==> config.mk <==
export PLATFORM = sky130hd
export DESIGN_NAME = bpv_sequencer
export DESIGN_NICKNAME = d
export VERILOG_FILES = /design/src/bpv_pkg.sv /design/src/bpv_sequencer.sv /design/src/bpv_timer.sv /design/src/bpv_bus_cycle.sv
export VERILOG_INCLUDE_DIRS = /design/src
export SDC_FILE = /design/constraint.sdc
export NUM_CORES = 1
export LEC_CHECK = 0
export BUFFER_PORTS_ARGS = -buffer_cell sky130_fd_sc_hd__buf_2
export CAP_MARGIN = 5
export CORE_UTILIZATION = 49
export DETAILED_ROUTE_END_ITERATION = 12
export PLACE_DENSITY = 0.75
export SLEW_MARGIN = 20
export SYNTH_ARGS = -nofsm -noshare
export SYNTH_HDL_FRONTEND = slang
export SYNTH_SLANG_ARGS = --single-unit
==> constraint.sdc <==
create_clock -name CLK -period 2.8 [get_ports CLK]
set_clock_uncertainty 0.05 [all_clocks]
set_input_delay 0 -clock CLK [delete_from_list [all_inputs] [get_ports CLK]]
set_output_delay 0 -clock CLK [all_outputs]
set_load 0.02 [all_outputs]
==> src/bpv_consts.svh <==
`ifndef BPV_CONSTS_SVH
`define BPV_CONSTS_SVH

`define BPV_CLK_MHZ          40
`define BPV_ADDR_W           16
`define BPV_DATA_W           8
`define BPV_TMR_W            20
`define BPV_LAST_ADDR        16'hFFFF

`define BPV_CMD_PROG_SETUP   8'h40
`define BPV_CMD_PROG_VERIFY  8'hC0
`define BPV_CMD_ERASE        8'h20
`define BPV_CMD_ERASE_VERIFY 8'hA0
`define BPV_CMD_RESET        8'hFF
`define BPV_PREPROG_DATA     8'h00
`define BPV_ERASED_DATA      8'hFF

`define BPV_PROG_PULSE_MAX   5'h19
`define BPV_ERASE_PULSE_MAX  10'h3E8

`define BPV_SETTLE_NS        100
`define BPV_PROG_PULSE_NS    10000
`define BPV_RECOVERY_NS      6000
`define BPV_ERASE_PULSE_NS   10000000
`define BPV_NS_TO_CYC(ns)    (((ns) * `BPV_CLK_MHZ + 999) / 1000)
`define BPV_SETTLE_CYC       `BPV_NS_TO_CYC(`BPV_SETTLE_NS)
`define BPV_PROG_PULSE_CYC   `BPV_NS_TO_CYC(`BPV_PROG_PULSE_NS)
`define BPV_RECOVERY_CYC     `BPV_NS_TO_CYC(`BPV_RECOVERY_NS)
`define BPV_ERASE_PULSE_CYC  `BPV_NS_TO_CYC(`BPV_ERASE_PULSE_NS)

`define BPV_WE_LOW_CYC       3'h2
`define BPV_READ_CYC         3'h4

`endif

==> src/bpv_pkg.sv <==
`include "bpv_consts.svh"

package bpv_pkg;

   typedef enum logic [1:0] {BPV_OP_PROG, BPV_OP_ERASE, BPV_OP_ABORT} bpv_op_t;

   typedef struct packed {
      logic                    ce_n;
      logic                    oe_n;
      logic                    we_n;
      logic                    dq_oe_n;
      logic [`BPV_ADDR_W-1:0]  addr;
      logic [`BPV_DATA_W-1:0]  dq;
   } bpv_flash_out_t;

   typedef struct packed {
      logic                    valid;
      logic                    rd;
      logic [`BPV_ADDR_W-1:0]  addr;
      logic [`BPV_DATA_W-1:0]  data;
   } bpv_bus_req_t;

   typedef enum {BPV_B_IDLE, BPV_B_SETUP, BPV_B_WE_LOW, BPV_B_HOLD, BPV_B_READ} bpv_bus_e_t;

   typedef struct packed {
      bpv_bus_e_t              phase;
      logic                    rd;
      logic [2:0]              cnt;
      logic                    done;
      logic [`BPV_DATA_W-1:0]  rdata;
      bpv_flash_out_t          pins;
   } bpv_bus_st_t;

   typedef struct packed {
      logic                    run;
      logic                    expired;
      logic [`BPV_TMR_W-1:0]   cnt;
   } bpv_tmr_st_t;

   typedef enum {BPV_S_IDLE, BPV_S_SETTLE, BPV_S_PG_SETUP, BPV_S_PG_WRITE, BPV_S_PG_PULSE,
                 BPV_S_PG_VCMD, BPV_S_PG_RECOVER, BPV_S_PG_READ, BPV_S_ER_SETUP,
                 BPV_S_ER_WRITE, BPV_S_ER_PULSE, BPV_S_ER_VCMD, BPV_S_ER_RECOVER,
                 BPV_S_ER_READ, BPV_S_RST1, BPV_S_RST2, BPV_S_FINISH} bpv_seq_e_t;

   typedef struct packed {
      bpv_seq_e_t              state;
      logic                    issued;
      logic                    preprog;
      logic [`BPV_ADDR_W-1:0]  addr;
      logic [`BPV_DATA_W-1:0]  data;
      logic [4:0]              pcnt;
      logic [9:0]              ecnt;
      logic                    supply;
      logic                    busy;
      logic                    done;
      logic                    fail;
      logic [`BPV_DATA_W-1:0]  result;
   } bpv_seq_st_t;

endpackage

==> src/bpv_sequencer.sv <==
`timescale 1ns/1ps
`include "bpv_consts.svh"

module bpv_sequencer
   import bpv_pkg::*;
#(
   parameter logic [`BPV_TMR_W-1:0] ERASE_PULSE_CYC = `BPV_TMR_W'(`BPV_ERASE_PULSE_CYC)
)(
   input  wire logic                   CLK,
   input  wire logic                   RESET_N,
   input  wire logic                   START,
   input  wire bpv_op_t                OP,
   input  wire logic [`BPV_ADDR_W-1:0] ADDR,
   input  wire logic [`BPV_DATA_W-1:0] DATA,
   input  wire logic                   SVC_REQ,
   input  wire logic                   SUPPLY_READY,
   input  wire logic [`BPV_DATA_W-1:0] FLASH_DQ_IN,
   output      bpv_flash_out_t         FLASH_O,
   output      logic                   PROGRAM_SUPPLY_HIGH,
   output      logic                   BUSY,
   output      logic                   DONE,
   output      logic                   FAIL,
   output      logic [`BPV_DATA_W-1:0] RESULT
);

   localparam logic [`BPV_TMR_W-1:0] SETTLE_CYC   = `BPV_TMR_W'(`BPV_SETTLE_CYC);
   localparam logic [`BPV_TMR_W-1:0] PULSE_CYC    = `BPV_TMR_W'(`BPV_PROG_PULSE_CYC);
   localparam logic [`BPV_TMR_W-1:0] RECOVERY_CYC = `BPV_TMR_W'(`BPV_RECOVERY_CYC);

   bpv_seq_st_t                st_ff;
   bpv_seq_st_t                nxt_st;
   bpv_bus_req_t               bus_req;
   logic                       bus_done;
   logic [`BPV_DATA_W-1:0]     bus_rdata;
   logic                       tmr_start;
   logic                       tmr_stop;
   logic [`BPV_TMR_W-1:0]      tmr_load;
   logic                       tmr_expired;

   function automatic bpv_bus_req_t wr_req(input logic [`BPV_ADDR_W-1:0] a,
                                           input logic [`BPV_DATA_W-1:0] d,
                                           input logic                   v);
      bpv_bus_req_t r;
      r.valid = v;
      r.rd    = 1'b0;
      r.addr  = a;
      r.data  = d;
      return r;
   endfunction

   function automatic bpv_bus_req_t rd_req(input logic [`BPV_ADDR_W-1:0] a,
                                           input logic                   v);
      bpv_bus_req_t r;
      r.valid = v;
      r.rd    = 1'b1;
      r.addr  = a;
      r.data  = '0;
      return r;
   endfunction

   // each bus or timer step is issued once, then the state waits for its completion, or in the pulse states for SVC_REQ
   always_comb begin
      nxt_st = st_ff;
      nxt_st.done = 1'b0;
      bus_req = '0;
      tmr_start = 1'b0;
      tmr_stop = 1'b0;
      tmr_load = '0;
      unique case (st_ff.state)
         BPV_S_IDLE: begin
            if (START) begin
               nxt_st.busy = 1'b1;
               nxt_st.fail = 1'b0;
               nxt_st.issued = 1'b0;
               nxt_st.pcnt = '0;
               nxt_st.ecnt = '0;
               unique case (OP)
                  BPV_OP_PROG: begin
                     nxt_st.preprog = 1'b0;
                     nxt_st.addr = ADDR;
                     nxt_st.data = DATA;
                     nxt_st.supply = 1'b1;
                     nxt_st.state = BPV_S_SETTLE;
                  end
                  BPV_OP_ERASE: begin
                     nxt_st.preprog = 1'b1;
                     nxt_st.addr = '0;
                     nxt_st.data = `BPV_PREPROG_DATA;
                     nxt_st.supply = 1'b1;
                     nxt_st.state = BPV_S_SETTLE;
                  end
                  default: begin
                     nxt_st.state = BPV_S_RST1;
                  end
               endcase
            end
         end
         BPV_S_SETTLE: begin
            // settle timing starts only once the supply reports its final level
            if (SUPPLY_READY) begin
               tmr_start = !st_ff.issued;
               tmr_load = SETTLE_CYC;
               nxt_st.issued = 1'b1;
               if (tmr_expired) begin
                  nxt_st.issued = 1'b0;
                  nxt_st.state = BPV_S_PG_SETUP;
               end
            end
         end
         BPV_S_PG_SETUP: begin
            bus_req = wr_req(st_ff.addr, `BPV_CMD_PROG_SETUP, !st_ff.issued);
            nxt_st.issued = 1'b1;
            if (bus_done) begin
               nxt_st.issued = 1'b0;
               nxt_st.state = BPV_S_PG_WRITE;
            end
         end
         BPV_S_PG_WRITE: begin
            bus_req = wr_req(st_ff.addr, st_ff.data, !st_ff.issued);
            nxt_st.issued = 1'b1;
            if (bus_done) begin
               nxt_st.issued = 1'b0;
               nxt_st.pcnt = st_ff.pcnt + 5'h1;
               nxt_st.state = BPV_S_PG_PULSE;
            end
         end
         BPV_S_PG_PULSE: begin
            tmr_start = !st_ff.issued;
            tmr_load = PULSE_CYC;
            nxt_st.issued = 1'b1;
            if (tmr_expired || (st_ff.issued && SVC_REQ)) begin
               tmr_stop = !tmr_expired;
               nxt_st.issued = 1'b0;
               nxt_st.state = BPV_S_PG_VCMD;
            end
         end
         BPV_S_PG_VCMD: begin
            // address lines repeat the byte, the device ignores them here
            bus_req = wr_req(st_ff.addr, `BPV_CMD_PROG_VERIFY, !st_ff.issued);
            nxt_st.issued = 1'b1;
            if (bus_done) begin
               nxt_st.issued = 1'b0;
               nxt_st.state = BPV_S_PG_RECOVER;
            end
         end
         BPV_S_PG_RECOVER: begin
            tmr_start = !st_ff.issued;
            tmr_load = RECOVERY_CYC;
            nxt_st.issued = 1'b1;
            if (tmr_expired) begin
               nxt_st.issued = 1'b0;
               nxt_st.state = BPV_S_PG_READ;
            end
         end
         BPV_S_PG_READ: begin
            bus_req = rd_req(st_ff.addr, !st_ff.issued);
            nxt_st.issued = 1'b1;
            if (bus_done) begin
               nxt_st.issued = 1'b0;
               nxt_st.result = bus_rdata;
               if (bus_rdata == st_ff.data) begin
                  nxt_st.pcnt = '0;
                  if (!st_ff.preprog) begin
                     nxt_st.state = BPV_S_RST1;
                  end else if (st_ff.addr == `BPV_LAST_ADDR) begin
                     nxt_st.preprog = 1'b0;
                     nxt_st.addr = '0;
                     nxt_st.state = BPV_S_ER_SETUP;
                  end else begin
                     nxt_st.addr = st_ff.addr + `BPV_ADDR_W'(1);
                     nxt_st.state = BPV_S_PG_SETUP;
                  end
               end else if (st_ff.pcnt >= `BPV_PROG_PULSE_MAX) begin
                  nxt_st.fail = 1'b1;
                  nxt_st.state = BPV_S_RST1;
               end else begin
                  nxt_st.state = BPV_S_PG_SETUP;
               end
            end
         end
         BPV_S_ER_SETUP, BPV_S_ER_WRITE: begin
            bus_req = wr_req(st_ff.addr, `BPV_CMD_ERASE, !st_ff.issued);
            nxt_st.issued = 1'b1;
            if (bus_done) begin
               nxt_st.issued = 1'b0;
               if (st_ff.state == BPV_S_ER_SETUP) begin
                  nxt_st.state = BPV_S_ER_WRITE;
               end else begin
                  nxt_st.ecnt = st_ff.ecnt + 10'h1;
                  nxt_st.state = BPV_S_ER_PULSE;
               end
            end
         end
         BPV_S_ER_PULSE: begin
            tmr_start = !st_ff.issued;
            tmr_load = ERASE_PULSE_CYC;
            nxt_st.issued = 1'b1;
            if (tmr_expired || (st_ff.issued && SVC_REQ)) begin
               tmr_stop = !tmr_expired;
               nxt_st.issued = 1'b0;
               nxt_st.state = BPV_S_ER_VCMD;
            end
         end
         BPV_S_ER_VCMD: begin
            bus_req = wr_req(st_ff.addr, `BPV_CMD_ERASE_VERIFY, !st_ff.issued);
            nxt_st.issued = 1'b1;
            if (bus_done) begin
               nxt_st.issued = 1'b0;
               nxt_st.state = BPV_S_ER_RECOVER;
            end
         end
         BPV_S_ER_RECOVER: begin
            tmr_start = !st_ff.issued;
            tmr_load = RECOVERY_CYC;
            nxt_st.issued = 1'b1;
            if (tmr_expired) begin
               nxt_st.issued = 1'b0;
               nxt_st.state = BPV_S_ER_READ;
            end
         end
         BPV_S_ER_READ: begin
            bus_req = rd_req(st_ff.addr, !st_ff.issued);
            nxt_st.issued = 1'b1;
            if (bus_done) begin
               nxt_st.issued = 1'b0;
               nxt_st.result = bus_rdata;
               if (bus_rdata == `BPV_ERASED_DATA) begin
                  if (st_ff.addr == `BPV_LAST_ADDR) begin
                     nxt_st.state = BPV_S_RST1;
                  end else begin
                     nxt_st.addr = st_ff.addr + `BPV_ADDR_W'(1);
                     nxt_st.state = BPV_S_ER_VCMD;
                  end
               end else if (st_ff.ecnt >= `BPV_ERASE_PULSE_MAX) begin
                  nxt_st.fail = 1'b1;
                  nxt_st.state = BPV_S_RST1;
               end else begin
                  nxt_st.state = BPV_S_ER_SETUP;
               end
            end
         end
         BPV_S_RST1, BPV_S_RST2: begin
            // always two resets: harmless outside the armed state, and no need to track it
            bus_req = wr_req(st_ff.addr, `BPV_CMD_RESET, !st_ff.issued);
            nxt_st.issued = 1'b1;
            if (bus_done) begin
               nxt_st.issued = 1'b0;
               nxt_st.state = st_ff.state == BPV_S_RST1 ? BPV_S_RST2 : BPV_S_FINISH;
            end
         end
         BPV_S_FINISH: begin
            nxt_st.supply = 1'b0;
            nxt_st.busy = 1'b0;
            nxt_st.done = 1'b1;
            nxt_st.state = BPV_S_IDLE;
         end
      endcase
   end

   always_ff @(posedge CLK) begin
      if (!RESET_N) begin
         st_ff <= '{state: BPV_S_IDLE, issued: 1'b0, preprog: 1'b0, addr: '0, data: '0,
                    pcnt: '0, ecnt: '0, supply: 1'b0, busy: 1'b0, done: 1'b0,
                    fail: 1'b0, result: '0};
      end else begin
         st_ff <= nxt_st;
      end
   end

   bpv_bus_cycle u_bus (
      .clk     (CLK),
      .reset_n (RESET_N),
      .req     (bus_req),
      .dq_in   (FLASH_DQ_IN),
      .done    (bus_done),
      .rdata   (bus_rdata),
      .pins    (FLASH_O)
   );

   bpv_timer u_tmr (
      .clk     (CLK),
      .reset_n (RESET_N),
      .start   (tmr_start),
      .stop    (tmr_stop),
      .load    (tmr_load),
      .expired (tmr_expired)
   );

   assign PROGRAM_SUPPLY_HIGH = st_ff.supply;
   assign BUSY                = st_ff.busy;
   assign DONE                = st_ff.done;
   assign FAIL                = st_ff.fail;
   assign RESULT              = st_ff.result;

endmodule

==> src/bpv_timer.sv <==
`timescale 1ns/1ps
`include "bpv_consts.svh"

module bpv_timer
   import bpv_pkg::*;
(
   input  wire logic                  clk,
   input  wire logic                  reset_n,
   input  wire logic                  start,
   input  wire logic                  stop,
   input  wire logic [`BPV_TMR_W-1:0] load,
   output      logic                  expired
);

   bpv_tmr_st_t st_ff;
   bpv_tmr_st_t nxt_st;

   always_comb begin
      nxt_st = st_ff;
      nxt_st.expired = 1'b0;
      if (start) begin
         nxt_st.run = 1'b1;
         nxt_st.cnt = load;
      end else if (stop) begin
         nxt_st.run = 1'b0;
      end else if (st_ff.run) begin
         if (st_ff.cnt <= `BPV_TMR_W'(1)) begin
            nxt_st.run = 1'b0;
            nxt_st.expired = 1'b1;
         end else begin
            nxt_st.cnt = st_ff.cnt - `BPV_TMR_W'(1);
         end
      end
   end

   always_ff @(posedge clk) begin
      if (!reset_n) begin
         st_ff <= '0;
      end else begin
         st_ff <= nxt_st;
      end
   end

   assign expired = st_ff.expired;

endmodule

==> src/bpv_bus_cycle.sv <==
`timescale 1ns/1ps
`include "bpv_consts.svh"

module bpv_bus_cycle
   import bpv_pkg::*;
(
   input  wire logic                  clk,
   input  wire logic                  reset_n,
   input  wire bpv_bus_req_t          req,
   input  wire logic [`BPV_DATA_W-1:0] dq_in,
   output      logic                  done,
   output      logic [`BPV_DATA_W-1:0] rdata,
   output      bpv_flash_out_t        pins
);

   localparam bpv_flash_out_t PINS_IDLE = '{ce_n: 1'b1, oe_n: 1'b1, we_n: 1'b1,
                                             dq_oe_n: 1'b1, addr: '0, dq: '0};

   bpv_bus_st_t st_ff;
   bpv_bus_st_t nxt_st;

   // address is set up a cycle before the strobe falls, data held a cycle after it rises
   always_comb begin
      nxt_st = st_ff;
      nxt_st.done = 1'b0;
      unique case (st_ff.phase)
         BPV_B_IDLE: begin
            if (req.valid) begin
               nxt_st.phase = BPV_B_SETUP;
               nxt_st.rd = req.rd;
               nxt_st.pins.addr = req.addr;
               nxt_st.pins.dq = req.data;
               nxt_st.pins.ce_n = 1'b0;
               nxt_st.pins.dq_oe_n = req.rd;
            end
         end
         BPV_B_SETUP: begin
            nxt_st.cnt = 3'h1;
            if (st_ff.rd) begin
               nxt_st.phase = BPV_B_READ;
               nxt_st.pins.oe_n = 1'b0;
            end else begin
               nxt_st.phase = BPV_B_WE_LOW;
               nxt_st.pins.we_n = 1'b0;
            end
         end
         BPV_B_WE_LOW: begin
            nxt_st.cnt = st_ff.cnt + 3'h1;
            if (st_ff.cnt == `BPV_WE_LOW_CYC) begin
               nxt_st.phase = BPV_B_HOLD;
               nxt_st.pins.we_n = 1'b1;
            end
         end
         BPV_B_HOLD: begin
            nxt_st.phase = BPV_B_IDLE;
            nxt_st.pins = PINS_IDLE;
            nxt_st.pins.addr = st_ff.pins.addr;
            nxt_st.done = 1'b1;
         end
         BPV_B_READ: begin
            nxt_st.cnt = st_ff.cnt + 3'h1;
            if (st_ff.cnt == `BPV_READ_CYC) begin
               nxt_st.phase = BPV_B_IDLE;
               nxt_st.rdata = dq_in;
               nxt_st.pins = PINS_IDLE;
               nxt_st.pins.addr = st_ff.pins.addr;
               nxt_st.done = 1'b1;
            end
         end
      endcase
   end

   always_ff @(posedge clk) begin
      if (!reset_n) begin
         st_ff <= '{phase: BPV_B_IDLE, rd: 1'b0, cnt: 3'h0, done: 1'b0, rdata: '0,
                    pins: PINS_IDLE};
      end else begin
         st_ff <= nxt_st;
      end
   end

   assign done  = st_ff.done;
   assign rdata = st_ff.rdata;
   assign pins  = st_ff.pins;

endmodule

==> out/results.tsv <==
stage	metric	value	unit
clock_tree	clkTransAtPathRegs	60	ps
timing	hold-worst-slack	12.93	ps
route	drt-initial-drc-count	525	
route	wl	19000	um
route	vias_per_cell	5.953	
finish	drive_gt1_frac	0.1713	
yosys	yosysSeqAreaShare	0.3563	
clock_tree	cts.sinks	124	
status	outcome	finished, final reports clean	
critical_path	path_max_fanout	18	
timing	layout_min_cycle_time	2544	ps
placement	dp.cells	1095	
finish	layout.cells.non_filler	1161	
global_route	grt_max_degree	39	
critical_path	crit_path_end_kind	flop	
yosys	async_flop_share	0	
yosys	synth.ff_latch_count	124	
clock_tree	htreeDepth	4	
yosys	syn_nets	946	
clock_tree	cts_tree	yes	
yosys	syn_inst	897	
route	vias	6912	
critical_path	worstSetupPathType	flop to flop	
finish	final_net_count	1017	
route	routedWlPerCell	16.36	um
route	drc	0	
timing	report.final.slew_viol_count	0	
timing	finalSetupTns	0	ps
timing	max_freq	393.0	MHz
yosys	ys_types	67	
finish	fillers	1236	
yosys	yosys_warnings	0	
timing	hold_viol	0	
timing	rsz0062_at_grt	no	
global_route	grt_overflow	0	
clock_tree	cts_buffers	17	
global_route	track_usage	0.2682	
clock_tree	cts_resized	0	
floorplan	die_x	121.2	um
placement	port_buffers	78	
yosys	avgSynthCellArea	7.767	um^2
power_and_ir_drop	pwr_density_cell	879.6	nW/um^2
power_and_ir_drop	ir_worst_vdd	0.5075	mV
clock_tree	clock_latency	420	ps
yosys	synth.cell_area	6967	um^2
critical_path	critPathLaunchType	flop	
timing	finalSetupViolCount	0	
timing	worst_pin_slew	912.0	ps
critical_path	required	3070	ps
floorplan	io_pins	79	
floorplan	rows	43	
yosys	ys.flop_type	dfxtp_1	
placement	dp_hpwl	12940	um
critical_path	crit_arrival	2810	ps
route	ant_nets	0	
floorplan	dieArea	14700	um^2
job	drv_cap	0	
finish	syn2layout_area_growth	19.15	%
finish	antenna_cells	0	
route	firstDrtPassIters	5	
global_route	antenna_found_initial	0	
power_and_ir_drop	p_leak	0.003054	uW
clock_tree	cts_root_buf	clkbuf_16	
floorplan	initial_core_util	0.5019	
floorplan	coreArea	13880	um^2
placement	globalplace.congestion	0.9535	
global_route	grt_pass1_vias	6273	
timing	min_period_over_period	0.9087	
yosys	synth-edff-count	0	
timing	max_slew_margin	0.3909	
min_path	holdCritPathClass	input port to flop	
floorplan	die_y	121.2	um
clock_tree	clockBufferDepth	2	
global_route	grt_pass1_wl	31100	um
==> placed cells by master (no fill, tap or decap), types with 5 or more instances in the layout <==
cell type and instances:
dfxtp_1 124, a21oi_1 88, nand2_1 87, buf_2 78
nor2_1 68, nand3_1 63, buf_4 37, o21ai_0 36
dlygate4sd3_1 34, nor3_1 29, inv_1 25, xnor2_1 24
mux2i_1 19, o31ai_1 18, nand4_1 17, clkbuf_16 17
a31oi_1 15, nor4_1 14, nand2b_1 13, or3_1 11
or4_1 10, ha_1 10, xor2_1 9, a211oi_1 9
o32ai_1 9, nor2b_1 8, o211ai_1 6, and2_1 5
and4_1 5, a21o_1 5, a221oi_1 5, o21a_1 5
==> cell type report <==
| cell class | count | area (um^2) | area share |
|---|---|---|---|
| multi-input combinational | 649 | 3876 | 0.4670 |
| sequential | 124 | 2482 | 0.2991 |
| timing repair buffer | 150 | 1028 | 0.1239 |
| clock buffer | 17 | 425.4 | 0.05125 |
| tap | 180 | 225.2 | 0.02713 |
| clock inverter | 15 | 165.2 | 0.01990 |
| inverter | 26 | 97.59 | 0.01176 |
==> worst max-delay path: stages, from the launching register on <==
cell and delay, ps:
dfxtp_1 690, nand3b_1 230, a21oi_1 280, nor4bb_2 100
a211oi_2 730, a211oi_1 100, a31o_2 250
==> state kept, by name, summed over array words and instances (netlist names), 7 cells and up <==
register and flops:
u_bus.pins 28, RESULT 8, u_bus.st_ff 7, st_ff 46, u_bus.rdata 8, u_tmr.st_ff 21
==> Yosys cell counts, drive strengths merged (2+ instances only) <==
library cell	instances	area, um^2
nand3b	2	15.01
a31oi	15	93.84
o21bai	2	15.01
inv	26	97.59
a21oi	88	440.4
nand4b	3	26.28
nor4	15	100.1
and3	3	18.77
o21ai	38	190.2
a22oi	4	30.03
and4	5	43.79
a21o	5	37.54
a41oi	3	26.28
o31ai	18	135.1
nor3b	2	15.01
nor2b	8	50.05
o32ai	9	78.83
ha	10	125.1
o21a	5	37.54
nand4	17	106.4
or4	12	97.59
nor3	32	170.2
nor2	69	261.5
a32oi	2	17.52
nand2	87	326.6
xnor2	24	210.2
o211a	2	20.02
and2	5	31.28
dfxtp	124	2482
o22ai	4	25.02
o211ai	7	57.55
a221oi	5	43.79
nand3	63	315.3
or2	3	18.77
a2111oi	2	17.52
buf	50	341.6
clkbuf	48	180.2
a211oi	11	92.58
xor2	9	78.83
nand2b	13	81.33
mux2i	19	190.2
a31o	2	17.52
o311a	2	20.02
or3	11	68.82
==> metrics by stage <==
| stage | setup WS, ps | total power (uW) | utilization | area, um^2 |
|---|---|---|---|---|
| after floorplan | 481.8 | 4285 | - | 6967 |
| after global placement | 352.7 | 5029 | 0.5309 | 7370 |
| after detailed placement | 307.9 | 5056 | 0.5309 | 7370 |
| after CTS | 290.0 | 7292 | 0.5980 | 8300 |
| after global routing | 85.63 | 7732 | 0.5980 | 8300 |
| final | 255.7 | 7301 | 0.5980 | 8300 |
==> layer usage <==
| metal | wire (um) | GRT usage |
|---|---|---|
| met5 | 0 | 0 |
| met1 | 8246 | 0.3501 |
| met2 | 8737 | 0.4211 |
| met3 | 1383 | 0.05874 |
| met4 | 629 | 0.1227 |
==> power by group <==
| part | total, uW | switching [uW] | internal, uW |
|---|---|---|---|
| Sequential | 2290 | 317 | 1970 |
| Combinational | 2820 | 1680 | 1140 |
| Clock | 2190 | 863 | 1320 |
==> timing repair <==
| item | in CTS | in global routing |
|---|---|---|
| hold endpoints to repair | 35 | 0 |
| buffers inserted | 0 | 0 |
| hold buffers | 34 | 0 |
==> cell families (layout without fill, tap and decap cells) <==
kind of cell             Yosys count  after routing  synth area share
AND/OR/NAND/NOR                  355            355            0.2574
AO/OA/AOI/OAI                    232            232            0.2107
flip-flops                       124            124            0.3563
buffers and inverters            124            208           0.08890
XOR/XNOR                          33             33           0.04149
multiplexers                      19             19           0.02730
adder cells (fa/ha/maj)           10             10           0.01796
==> path summary, 6_finish.rpt <==
path	start	end	slack, ps	cells after the start
setup / recovery	st_ff[54]	u_bus.pins[6]	260	6
hold / removal	RESET_N	u_bus.pins[24]	10	2
setup reg to reg	st_ff[54]	u_bus.pins[6]	260	6
hold reg to reg	u_bus.pins[23]	u_bus.pins[23]	400	2
(Power assumes the default switching activity.)
